## config.mk

```make
export PLATFORM = sky130hd
export DESIGN_NAME = cr_regbank
export DESIGN_NICKNAME = d
export VERILOG_FILES = /design/src/cr_pkg.sv /design/src/cr_sync.sv /design/src/cr_range_chk.sv /design/src/cr_regbank.sv
export VERILOG_INCLUDE_DIRS = /design/src
export SDC_FILE = /design/constraint.sdc
export NUM_CORES = 1
export LEC_CHECK = 0
export BUFFER_PORTS_ARGS = -buffer_cell sky130_fd_sc_hd__buf_4
export CAP_MARGIN = 20
export CORE_ASPECT_RATIO = 1.5
export CORE_MARGIN = 4
export CORE_UTILIZATION = 45
export CTS_CLUSTER_DIAMETER = 60
export DETAILED_ROUTE_END_ITERATION = 8
export PLACE_DENSITY = 0.73
export SKIP_CTS_REPAIR_TIMING = 1
export SLEW_MARGIN = 20
export SYNTH_ARGS = -nofsm -noshare
export SYNTH_HDL_FRONTEND = slang
export SYNTH_SLANG_ARGS = --single-unit
```

## constraint.sdc

```tcl
create_clock -name core_clk_i -period 4.4 [get_ports core_clk_i]
set_input_delay 0.22 -clock core_clk_i [delete_from_list [all_inputs] [get_ports core_clk_i]]
set_output_delay 0.22 -clock core_clk_i [all_outputs]
set_load 0.05 [all_outputs]
```

## src/cr_consts.svh

```systemverilog
`ifndef CR_CONSTS_SVH
`define CR_CONSTS_SVH

// Register numbers
`define CR_REG_THERMO_MODE 16'h0200
`define CR_REG_DEFROST 16'h0201
`define CR_REG_DISPLAY 16'h0202
`define CR_REG_IN1_CFG 16'h0203
`define CR_REG_IN2_CFG 16'h0204
`define CR_REG_AUX1_CFG 16'h0205
`define CR_REG_AUX2_CFG 16'h0206
`define CR_REG_NIGHT_OFS 16'h031B
`define CR_REG_BUZZER 16'h031C
`define CR_REG_RECIRC_INT 16'h031D
`define CR_REG_RECIRC_DUR 16'h031E
`define CR_REG_OUT_STATES 16'h0500
`define CR_REG_IN_STATES 16'h0501
`define CR_REG_ALARMS 16'h0502

// Accepted write ranges
`define CR_NIGHT_MIN (-200)
`define CR_NIGHT_MAX 200
`define CR_BUZZER_MIN 0
`define CR_BUZZER_MAX 1
`define CR_RECIRC_INT_MIN 0
`define CR_RECIRC_INT_MAX 240
`define CR_RECIRC_DUR_MIN 0
`define CR_RECIRC_DUR_MAX 240

// Reset values
`define CR_NIGHT_RST 16'h0000
`define CR_BUZZER_RST 1'h0
`define CR_RECIRC_INT_RST 8'h00
`define CR_RECIRC_DUR_RST 8'h00

// Output status word bits
`define CR_OUT_COMP 0
`define CR_OUT_DEFROST 1
`define CR_OUT_FAN 2
`define CR_OUT_LIGHT 3
`define CR_OUT_DRIP 4
`define CR_OUT_STANDBY 5
`define CR_OUT_HEATER 6

// Input status word bits
`define CR_IN_DOOR 0
`define CR_IN_COMP_PROT 1
`define CR_IN_PERSON 2
`define CR_IN_PUMP_DOWN 3
`define CR_IN_REM_STANDBY 4
`define CR_IN_REM_DEF_START 5
`define CR_IN_REM_DEF_STOP 6
`define CR_IN_NIGHT 7
`define CR_IN_COUNT 8

// Alarm status word bits
`define CR_ALM_AMB_PROBE 0
`define CR_ALM_EVAP_PROBE 1
`define CR_ALM_NVM 2
`define CR_ALM_HIGH_TEMP 4
`define CR_ALM_LOW_TEMP 5
`define CR_ALM_DOOR 6
`define CR_ALM_PERSON 7
`define CR_ALM_COMP_PROT 8
`define CR_ALM_LIGHT 9

`endif

```

## src/cr_pkg.sv

```systemverilog
package cr_pkg;

  typedef enum logic [1:0] {
    CR_RSP_OK,
    CR_RSP_BAD_ADDR,
    CR_RSP_BAD_VALUE
  } cr_resp_t;

  typedef struct packed {
    logic [15:0] night_ofs;
    logic buzzer;
    logic [7:0] recirc_int;
    logic [7:0] recirc_dur;
    logic [15:0] rdata;
    logic ack;
    cr_resp_t resp;
  } cr_state_t;

endpackage

```

## src/cr_sync.sv

```systemverilog
`timescale 1ns/100ps
module cr_sync #(
  parameter int WIDTH = 8
) (
  // Clock and control
  input wire logic core_clk_i,
  input wire logic srst_i,
  input wire logic ce_i,
  // Asynchronous levels in, synchronised levels out
  input wire logic [WIDTH-1:0] async_i,
  output logic [WIDTH-1:0] sync_o
);

  typedef struct packed {
    logic [WIDTH-1:0] meta;
    logic [WIDTH-1:0] stable;
  } cr_sync_state_t;

  cr_sync_state_t cur_ff;
  cr_sync_state_t nxt_ff;

  always_comb begin
    nxt_ff = cur_ff;
    nxt_ff.meta = async_i;
    nxt_ff.stable = cur_ff.meta;
  end

  always_ff @(posedge core_clk_i) begin
    if (srst_i) begin
      cur_ff <= '0;
    end else if (ce_i) begin
      cur_ff <= nxt_ff;
    end
  end

  assign sync_o = cur_ff.stable;

endmodule

```

## src/cr_range_chk.sv

```systemverilog
`timescale 1ns/100ps
module cr_range_chk #(
  parameter int MIN_VAL = 0,
  parameter int MAX_VAL = 240
) (
  // Candidate word
  input wire logic [15:0] value_i,
  // Result
  output logic in_range_o
);

  logic signed [31:0] value_ext;

  assign value_ext = 32'(signed'(value_i));
  assign in_range_o = (value_ext >= MIN_VAL) && (value_ext <= MAX_VAL);

endmodule

```

## src/cr_regbank.sv

```systemverilog
// Operation
// - Night set correction signed, -20.0 to +20.0
// - Recirculation interval minutes 0-240, zero off
// - Recirculation duration seconds, at most 240
// - Defrost method code read-only, values 0-2
// - Defrost display choice read-only, 0 or 1
// - Two input configs read-only, -8 to +8
// - Two aux relay configs read-only, -6 to +6
// - Output word: seven live relay/phase bits
// - Input word: eight digital input bits
// - Alarm low byte: seven alarm flag bits, bit 3 zero
// - Alarm high byte: compressor and light alarms
`timescale 1ns/100ps
`include "cr_consts.svh"
module cr_regbank
  import cr_pkg::*;
#(
  parameter int IN_CFG_W = 5,
  parameter int AUX_CFG_W = 4
) (
  // Clock, reset, enable
  input wire logic core_clk_i,
  input wire logic srst_i,
  input wire logic ce_i,
  // Register access port
  input wire logic req_i,
  input wire logic we_i,
  input wire logic [15:0] addr_i,
  input wire logic [15:0] wdata_i,
  output logic ack_o,
  output cr_resp_t resp_o,
  output logic [15:0] rdata_o,
  // Writable parameters
  output logic [15:0] night_setpoint_offset_o,
  output logic buzzer_enable_o,
  output logic [7:0] recirculation_interval_o,
  output logic [7:0] recirculation_duration_o,
  // Read-only configuration
  input wire logic thermostat_function_select_i,
  input wire logic [1:0] defrost_method_i,
  input wire logic defrost_display_choice_i,
  input wire logic [IN_CFG_W-1:0] first_input_config_i,
  input wire logic [IN_CFG_W-1:0] second_input_config_i,
  input wire logic [AUX_CFG_W-1:0] first_aux_relay_config_i,
  input wire logic [AUX_CFG_W-1:0] second_aux_relay_config_i,
  // Live output states
  input wire logic compressor_relay_i,
  input wire logic defrost_relay_i,
  input wire logic fan_relay_i,
  input wire logic room_light_relay_i,
  input wire logic dripping_phase_i,
  input wire logic standby_i,
  input wire logic heater_i,
  // Digital input pins
  input wire logic door_switch_i,
  input wire logic compressor_protect_flag_i,
  input wire logic person_in_room_i,
  input wire logic pump_down_i,
  input wire logic remote_standby_i,
  input wire logic remote_defrost_start_i,
  input wire logic remote_defrost_stop_i,
  input wire logic night_saving_i,
  // Alarm flags
  input wire logic ambient_probe_fault_i,
  input wire logic evap_probe_fault_i,
  input wire logic nvm_error_i,
  input wire logic high_temp_alarm_i,
  input wire logic low_temp_alarm_i,
  input wire logic door_open_alarm_i,
  input wire logic person_in_room_alarm_i,
  input wire logic compressor_protect_alarm_i,
  input wire logic light_alarm_i
);

  cr_state_t cur_ff;
  cr_state_t nxt_ff;
  logic [`CR_IN_COUNT-1:0] pins_raw;
  logic [`CR_IN_COUNT-1:0] pins_sync;
  logic night_ok;
  logic buzzer_ok;
  logic recirc_int_ok;
  logic recirc_dur_ok;
  logic [15:0] out_word;
  logic [15:0] in_word;
  logic [15:0] alarm_word;

  // Digital inputs come from pins
  assign pins_raw = {night_saving_i, remote_defrost_stop_i,
                     remote_defrost_start_i, remote_standby_i,
                     pump_down_i, person_in_room_i,
                     compressor_protect_flag_i, door_switch_i};

  cr_sync #(
    .WIDTH(`CR_IN_COUNT)
  ) u_pin_sync (
    .core_clk_i(core_clk_i),
    .srst_i(srst_i),
    .ce_i(ce_i),
    .async_i(pins_raw),
    .sync_o(pins_sync)
  );

  // Write value checks
  cr_range_chk #(
    .MIN_VAL(`CR_NIGHT_MIN),
    .MAX_VAL(`CR_NIGHT_MAX)
  ) u_night_chk (
    .value_i(wdata_i),
    .in_range_o(night_ok)
  );

  cr_range_chk #(
    .MIN_VAL(`CR_BUZZER_MIN),
    .MAX_VAL(`CR_BUZZER_MAX)
  ) u_buzzer_chk (
    .value_i(wdata_i),
    .in_range_o(buzzer_ok)
  );

  cr_range_chk #(
    .MIN_VAL(`CR_RECIRC_INT_MIN),
    .MAX_VAL(`CR_RECIRC_INT_MAX)
  ) u_int_chk (
    .value_i(wdata_i),
    .in_range_o(recirc_int_ok)
  );

  cr_range_chk #(
    .MIN_VAL(`CR_RECIRC_DUR_MIN),
    .MAX_VAL(`CR_RECIRC_DUR_MAX)
  ) u_dur_chk (
    .value_i(wdata_i),
    .in_range_o(recirc_dur_ok)
  );

  // Status word assembly, unused bits zero
  always_comb begin
    out_word = 16'h0000;
    out_word[`CR_OUT_COMP] = compressor_relay_i;
    out_word[`CR_OUT_DEFROST] = defrost_relay_i;
    out_word[`CR_OUT_FAN] = fan_relay_i;
    out_word[`CR_OUT_LIGHT] = room_light_relay_i;
    out_word[`CR_OUT_DRIP] = dripping_phase_i;
    out_word[`CR_OUT_STANDBY] = standby_i;
    out_word[`CR_OUT_HEATER] = heater_i;
    in_word = {8'h00, pins_sync};
    alarm_word = 16'h0000;
    alarm_word[`CR_ALM_AMB_PROBE] = ambient_probe_fault_i;
    alarm_word[`CR_ALM_EVAP_PROBE] = evap_probe_fault_i;
    alarm_word[`CR_ALM_NVM] = nvm_error_i;
    alarm_word[`CR_ALM_HIGH_TEMP] = high_temp_alarm_i;
    alarm_word[`CR_ALM_LOW_TEMP] = low_temp_alarm_i;
    alarm_word[`CR_ALM_DOOR] = door_open_alarm_i;
    alarm_word[`CR_ALM_PERSON] = person_in_room_alarm_i;
    alarm_word[`CR_ALM_COMP_PROT] = compressor_protect_alarm_i;
    alarm_word[`CR_ALM_LIGHT] = light_alarm_i;
  end

  // Access handling
  always_comb begin
    nxt_ff = cur_ff;
    nxt_ff.ack = 1'h0;
    if (req_i) begin
      nxt_ff.ack = 1'h1;
      nxt_ff.resp = CR_RSP_OK;
      nxt_ff.rdata = 16'h0000;
      if (!we_i) begin
        if (addr_i == `CR_REG_THERMO_MODE) begin
          nxt_ff.rdata = {15'h0000, thermostat_function_select_i};
        end else if (addr_i == `CR_REG_DEFROST) begin
          nxt_ff.rdata = {14'h0000, defrost_method_i};
        end else if (addr_i == `CR_REG_DISPLAY) begin
          nxt_ff.rdata = {15'h0000, defrost_display_choice_i};
        end else if (addr_i == `CR_REG_IN1_CFG) begin
          nxt_ff.rdata = 16'(signed'(first_input_config_i));
        end else if (addr_i == `CR_REG_IN2_CFG) begin
          nxt_ff.rdata = 16'(signed'(second_input_config_i));
        end else if (addr_i == `CR_REG_AUX1_CFG) begin
          nxt_ff.rdata = 16'(signed'(first_aux_relay_config_i));
        end else if (addr_i == `CR_REG_AUX2_CFG) begin
          nxt_ff.rdata = 16'(signed'(second_aux_relay_config_i));
        end else if (addr_i == `CR_REG_NIGHT_OFS) begin
          nxt_ff.rdata = cur_ff.night_ofs;
        end else if (addr_i == `CR_REG_BUZZER) begin
          nxt_ff.rdata = {15'h0000, cur_ff.buzzer};
        end else if (addr_i == `CR_REG_RECIRC_INT) begin
          nxt_ff.rdata = {8'h00, cur_ff.recirc_int};
        end else if (addr_i == `CR_REG_RECIRC_DUR) begin
          nxt_ff.rdata = {8'h00, cur_ff.recirc_dur};
        end else if (addr_i == `CR_REG_OUT_STATES) begin
          nxt_ff.rdata = out_word;
        end else if (addr_i == `CR_REG_IN_STATES) begin
          nxt_ff.rdata = in_word;
        end else if (addr_i == `CR_REG_ALARMS) begin
          nxt_ff.rdata = alarm_word;
        end else begin
          nxt_ff.resp = CR_RSP_BAD_ADDR;
        end
      end else begin
        nxt_ff.rdata = wdata_i;
        if (addr_i == `CR_REG_NIGHT_OFS) begin
          if (night_ok) begin
            nxt_ff.night_ofs = wdata_i;
          end else begin
            nxt_ff.resp = CR_RSP_BAD_VALUE;
          end
        end else if (addr_i == `CR_REG_BUZZER) begin
          if (buzzer_ok) begin
            nxt_ff.buzzer = wdata_i[0];
          end else begin
            nxt_ff.resp = CR_RSP_BAD_VALUE;
          end
        end else if (addr_i == `CR_REG_RECIRC_INT) begin
          if (recirc_int_ok) begin
            nxt_ff.recirc_int = wdata_i[7:0];
          end else begin
            nxt_ff.resp = CR_RSP_BAD_VALUE;
          end
        end else if (addr_i == `CR_REG_RECIRC_DUR) begin
          if (recirc_dur_ok) begin
            nxt_ff.recirc_dur = wdata_i[7:0];
          end else begin
            nxt_ff.resp = CR_RSP_BAD_VALUE;
          end
        end else if ((addr_i >= `CR_REG_THERMO_MODE &&
                      addr_i <= `CR_REG_AUX2_CFG) ||
                     (addr_i >= `CR_REG_OUT_STATES &&
                      addr_i <= `CR_REG_ALARMS)) begin
          nxt_ff.resp = CR_RSP_OK;
        end else begin
          nxt_ff.resp = CR_RSP_BAD_ADDR;
        end
      end
    end
  end

  always_ff @(posedge core_clk_i) begin
    if (srst_i) begin
      cur_ff.night_ofs <= `CR_NIGHT_RST;
      cur_ff.buzzer <= `CR_BUZZER_RST;
      cur_ff.recirc_int <= `CR_RECIRC_INT_RST;
      cur_ff.recirc_dur <= `CR_RECIRC_DUR_RST;
      cur_ff.rdata <= 16'h0000;
      cur_ff.ack <= 1'h0;
      cur_ff.resp <= CR_RSP_OK;
    end else if (ce_i) begin
      cur_ff <= nxt_ff;
    end
  end

  assign ack_o = cur_ff.ack;
  assign resp_o = cur_ff.resp;
  assign rdata_o = cur_ff.rdata;
  assign night_setpoint_offset_o = cur_ff.night_ofs;
  assign buzzer_enable_o = cur_ff.buzzer;
  assign recirculation_interval_o = cur_ff.recirc_int;
  assign recirculation_duration_o = cur_ff.recirc_dur;
endmodule

```

Word-level counts from Yosys, hierarchy flattened
Cells that the tools add are included.
- logic and storage cells: 85
- flip-flop bits (word level): 68
- bitwise operators: 3
- equality and inequality tests: 14
- mux-type cells: 39
- reduce and logical (&&, ||, !) cells: 11
- magnitude comparators: 9
- operators by type and width (cell ; number):
    $eq 16x10->1 const B ; 11
    $mux 16 ; 9
    $mux 10 ; 6
    $eq 16x11->1 const B ; 3
    $le 16x9->1 const B ; 2
    $ge 16x1->1 const B ; 1
    $ge 16x10->1 const B ; 1
    $ge 16x11->1 const B ; 1
    $ge 16x9->1 const B ; 1
    $le 16x10->1 const B ; 1
    $le 16x11->1 const B ; 1
    $le 16x2->1 const B ; 1
    $mux 2 ; 8
    $mux 1 ; 15
    $reduce_and 8->1 ; 1
    $reduce_and 7->1 ; 1
    $reduce_and 6->1 ; 1
    $logic_and 1x1->1 ; 5
    $reduce_and 5->1 ; 1
    $mux 3 ; 1
    $not 1->1 ; 3
    $reduce_and 2->1 ; 1
    $logic_or 1x1->1 ; 1

Longest topological paths before layout
- depth after elaboration: 17
- mapped depth: 9

By module
Synthesis repeated with hierarchy kept, for this count alone.
- cells, all modules: 526
- area, all modules: 4154.0 sq um
- by module, submodules not included (module ; cells an instance ; area each (sq um) ; instances):
    cr_regbank ; 440 ; 3304.4 ; 1
    cr_sync ; 60 ; 640.6 ; 1
    cr_range_chk at u_dur_chk ... ; 5 ; 47.5 ; 2
    cr_range_chk at u_night_chk ; 11 ; 81.3 ; 1
    cr_range_chk at u_buzzer_chk ; 5 ; 32.5 ; 1

Worst setup path before layout
No wires, ideal clock.
- kind: input port to flip-flop
- start: in addr_i[11]
- end: reg cur_ff (netlist bit rdata_o[4])
- setup time: 0.114 ns
- slack: 2.461 ns
- arrival time: 1.825 ns
- stages on the path: 6
- path through: or3_4 > or4_4 > or3_4 > nand2_1 > nor2_1 > a21o_1
- cells in the longest elaborated chain, start to end: 16
- elaborated cells on any way between the ends: 29
- classes of those cells: eq/ne (14); mux (15)
- RTL lines (element ; RTL line ; text):
    start, declared ; cr_regbank.sv:28 ; input wire logic [15:0] addr_i,
    $eq 16x11->1 (no line) ; - ;
    $mux 10 ; cr_regbank.sv:194 ; end else if (addr_i == `CR_REG_ALARMS) begin
    $mux 10 ; cr_regbank.sv:192 ; end else if (addr_i == `CR_REG_IN_STATES) begin
    $mux 10 ; cr_regbank.sv:190 ; end else if (addr_i == `CR_REG_OUT_STATES) begin
    $mux 10 ; cr_regbank.sv:188 ; end else if (addr_i == `CR_REG_RECIRC_DUR) begin
    $mux 10 ; cr_regbank.sv:186 ; end else if (addr_i == `CR_REG_RECIRC_INT) begin
    $mux 10 ; cr_regbank.sv:184 ; end else if (addr_i == `CR_REG_BUZZER) begin
    $mux 16 ; cr_regbank.sv:182 ; end else if (addr_i == `CR_REG_NIGHT_OFS) begin
    $mux 16 ; cr_regbank.sv:180 ; end else if (addr_i == `CR_REG_AUX2_CFG) begin
    $mux 16 ; cr_regbank.sv:178 ; end else if (addr_i == `CR_REG_AUX1_CFG) begin
    $mux 16 ; cr_regbank.sv:176 ; end else if (addr_i == `CR_REG_IN2_CFG) begin
    $mux 16 ; cr_regbank.sv:174 ; end else if (addr_i == `CR_REG_IN1_CFG) begin
    $mux 16 ; cr_regbank.sv:172 ; end else if (addr_i == `CR_REG_DISPLAY) begin
    $mux 16 ; cr_regbank.sv:170 ; end else if (addr_i == `CR_REG_DEFROST) begin
    $mux 16 * ; cr_regbank.sv:168 ; if (addr_i == `CR_REG_THERMO_MODE) begin
    $mux 16 * ; cr_regbank.sv:167 ; if (!we_i) begin
    end signal, assigned ; cr_regbank.sv:247 ; cur_ff <= nxt_ff;
    end, declared ; cr_regbank.sv:75 ; cr_state_t cur_ff;
Mark *: on every way between the ends. The rest lies on a longest branch, timed or not.
A chain may end at the register's enable or synchronous reset.

Worst setup path in the final report
- start: in addr_i[11]
- end: reg cur_ff (netlist bit rdata_o[3])
- cells in the longest elaborated chain, start to end: 15
- elaborated cells on any way between the ends: 27
- classes of those cells: eq/ne (13); mux (14)
- RTL lines (element ; RTL line):
    $eq 16x11->1 (no line) ; -
    $mux 10 ; cr_regbank.sv:192
    $mux 10 ; cr_regbank.sv:190
    $mux 10 ; cr_regbank.sv:188
    $mux 10 ; cr_regbank.sv:186
    $mux 10 ; cr_regbank.sv:184
    $mux 16 ; cr_regbank.sv:182
    $mux 16 ; cr_regbank.sv:180
    $mux 16 ; cr_regbank.sv:178
    $mux 16 ; cr_regbank.sv:176
    $mux 16 ; cr_regbank.sv:174
    $mux 16 ; cr_regbank.sv:172
    $mux 16 ; cr_regbank.sv:170
    $mux 16 * ; cr_regbank.sv:168
    $mux 16 * ; cr_regbank.sv:167
Marks and branches as above.

==> metrics <==
Hold Vio Cnt, Final=0; Clock Tree Root=clkbuf_16; Layout Area Growth over Synthesis=35.23%; unrepaired setup endpoints after global routing=false; Antenna Cells=0; Initial Util=46.09%; P_sw=404.2 µW; number of global-route vias before repair=4,349; max-cap viol count=0; first-pass GRT wire length=22.65 mm; Max clock buf depth=2; FILL cells=792; die height=121.3 µm; hold depth=3; Nets=692; pre-CTS worst setup slack=1.456 ns; number of library cell types mapped by synthesis=60; CP Data Arrival Time=2.90 ns; Post-Route WL=14.62 mm; initial antenna violation count=0; startpoint types=input port; max_slew headroom=32.90%; Final ANT Viol Nets=0; die area=10,140 µm²; EDFF count, synth=0; fmax=377.3 MHz; Avg WL per Cell=20.28 µm; area of the multi-input gates=2325 µm²; #FFs+latches synth=68; Vias=4,356; routability cong.=0.9346; Comb power frac=12.1%; Rows=41; CTS tree=yes; maximum VDD drop=0.2480 mV; Remaining Overflow, GRT=0; Critical R2R Launch=rdata_o[2]; IO Count=135; Worst setup EP type=register; H-tree Lvls=3; area leader, netlist=dfxtp_1; DR DRC count=0; Synth Flop Type=dfxtp_1; worst reg2reg path depth=5; Detailed Route Iter0 Violations=319; worst hold-check path type=in -> reg; Core Area=8362 µm²; final worst path period share=60.24%; hold path startpoint=person_in_room_i; largest net degree at the start of global routing=71; worst-skew pair later-pin latency=0.34 ns; final core occ=62.32%; Reg clk slew, reported paths=0.06 ns; clock sinks=68; worst-path maximum fanout=13; setup ws final=1.750 ns; post-synthesis cell area=3854 µm²; Storage cell area=1361 µm²; r2r endpoint=rdata_o[2]; Die Span X=83.56 µm; Worst Path Class, Setup=in -> reg; CP Data Required Time=4.65 ns; YS warnings=0; Area contributors post-synth=dfxtp_1, mux2i_1, a21oi_1, nand2_1, nor2_1; post-synth top area share=35.32%; outcome=complete, no violations; post-route minimum period=2.650 ns; switch share=24.17%; Buffers on Ports=134; Pins Over Slew Limit=0; setup_tns=0 ns; ys async rst share=0%; Power per Cell Area=320.9 nW/µm²; Net Count, Synth=576; average instance area after synthesis=7.817 µm²; Via-to-Cell Ratio=6.042; post-detail-place hpwl=11.09 mm; Clock Power Share=50.0%; final setup violation count=0; layout cell share with drive strength beyond 1=27.04%; internal power=1268 µW; Worst Max-Slew Pin Slew=1.003 ns; cts bufs inserted=9; R2R setup slack=3.02 ns; Hold Path End=u_pin_sync.cur_ff[10]; leak pwr=0.002270 µW; sequential cell fraction of total power=37.9%; register area share after synthesis=35.32%; synthesized instance count=493; Worst Skew=0.005758 ns; Total GRT Usage=28.17%; DRT Pass-1 Iters=5
-- routing by layer --
metal / part of all wire (%) / GRT usage (%)
met3: 7.3 / 5.299
met4: 3.5 / 12.98
met1: 37 / 31.85
met5: 0 / 0
met2: 52 / 50.75
-- registers in the layout (all words and copies together) (netlist names) --
name                      cells
night_setpoint_offset_o      16
rdata_o                      16
recirculation_duration_o      8
recirculation_interval_o      8
u_pin_sync.cur_ff             8
u_pin_sync.sync_o             8
resp_o                        2
ack_o                         1
buzzer_enable_o               1
-- logic make-up (layout without fill, tap and decap cells) --
family	after synthesis	after routing	share of synthesized area [%]
AO/OA/AOI/OAI	141	141	22.63
XOR/XNOR	1	1	0.2273
buffers and inverters	39	160	4.480
flip-flops	68	68	35.32
multiplexers	38	38	9.870
AND/OR/NAND/NOR	206	206	27.47
-- per-stage QoR --
| step | hold WS, ns | power (µW) | instance area, µm² | instances |
|---|---|---|---|---|
| 2_1_floorplan | 0.3560 | 746.3 | 3854 | 493 |
| 3_3_place_gp | 0.4496 | 844.0 | 4866 | 705 |
| 3_5_place_dp | 0.4473 | 847.1 | 4866 | 705 |
| 4_1_cts | 0.1216 | 1674 | 5206 | 721 |
| 5_1_grt | 0.1480 | 1714 | 5211 | 721 |
| 6_report | 0.1205 | 1672 | 5211 | 721 |
-- how the worst max path moves through the flow --
stage	from	to	slack (ns)	cells after the start
global placement	addr_i[11]	rdata_o[3]	1.57	7
detailed placement	addr_i[11]	rdata_o[3]	1.46	7
finish	addr_i[11]	rdata_o[3]	1.75	7
global route	addr_i[11]	rdata_o[3]	1.64	7
floorplan	addr_i[11]	rdata_o[4]	2.46	6
CTS	addr_i[11]	rdata_o[3]	1.83	7
-- power groups by stage --
stage | sequential (µW) | clock, µW | combinational, µW
after floorplan | 663 | 0 | 83.2
final | 634 | 836 | 202
after CTS | 634 | 840 | 200
after global placement | 647 | 0 | 197
after detailed placement | 648 | 0 | 199
after global routing | 635 | 860 | 218
-- worst max-delay path, cell delays in order --
cell,delay [ns]
buf_4,0.11
nor3_1,0.38
nand4_1,0.60
nor2_1,0.98
a2111o_1,0.28
o21ai_0,0.09
a211oi_1,0.23
-- layout by cell type, fill, tap and decap left out, types with 4 or more instances in the layout --
cell type	count
mux2i_1	38
buf_4	136
o21a_1	7
and3_1	14
a31oi_1	5
a211oi_1	4
nand2_1	56
nand4_1	6
o21ai_0	27
a22oi_1	5
nand2b_1	7
nor3_1	15
or3_1	5
or3_4	4
a311oi_1	4
inv_1	7
a221oi_1	4
nand3_1	15
nor2_1	56
a21oi_1	58
nor4_1	8
clkbuf_16	9
dfxtp_1	68
-- cell usage after synthesis, types with 2 or more instances --
library cell / count
o21ai_0: 27
nand2b_1: 7
nand3_2: 2
nor4_4: 2
a221oi_1: 4
a211oi_1: 4
o211ai_1: 3
and3_1: 14
nand3_1: 15
mux2i_1: 38
buf_4: 2
o2bb2ai_1: 2
a222oi_1: 2
or4_1: 3
o22ai_1: 3
dfxtp_1: 68
a22oi_1: 5
nor3_1: 16
nand4_1: 6
or3_4: 4
a21o_1: 3
o21a_1: 7
nor4_1: 8
and4_1: 2
buf_2: 9
a311oi_1: 4
nor2b_1: 2
or3_1: 5
buf_1: 5
nor2_1: 56
inv_1: 7
a31oi_1: 5
a21oi_1: 58
nand2_1: 56
clkbuf_1: 14
-- layout make-up --
cell class                 instances  share of cell area, %
clock inverter                     6                  2.137
clock buffer                      10                  4.394
inverter                           8                 0.5762
tap                              107                  2.569
timing repair buffer             136                  19.59
sequential                        68                  26.12
multi-input combinational        386                  44.61
(Power assumes the default switching activity.)
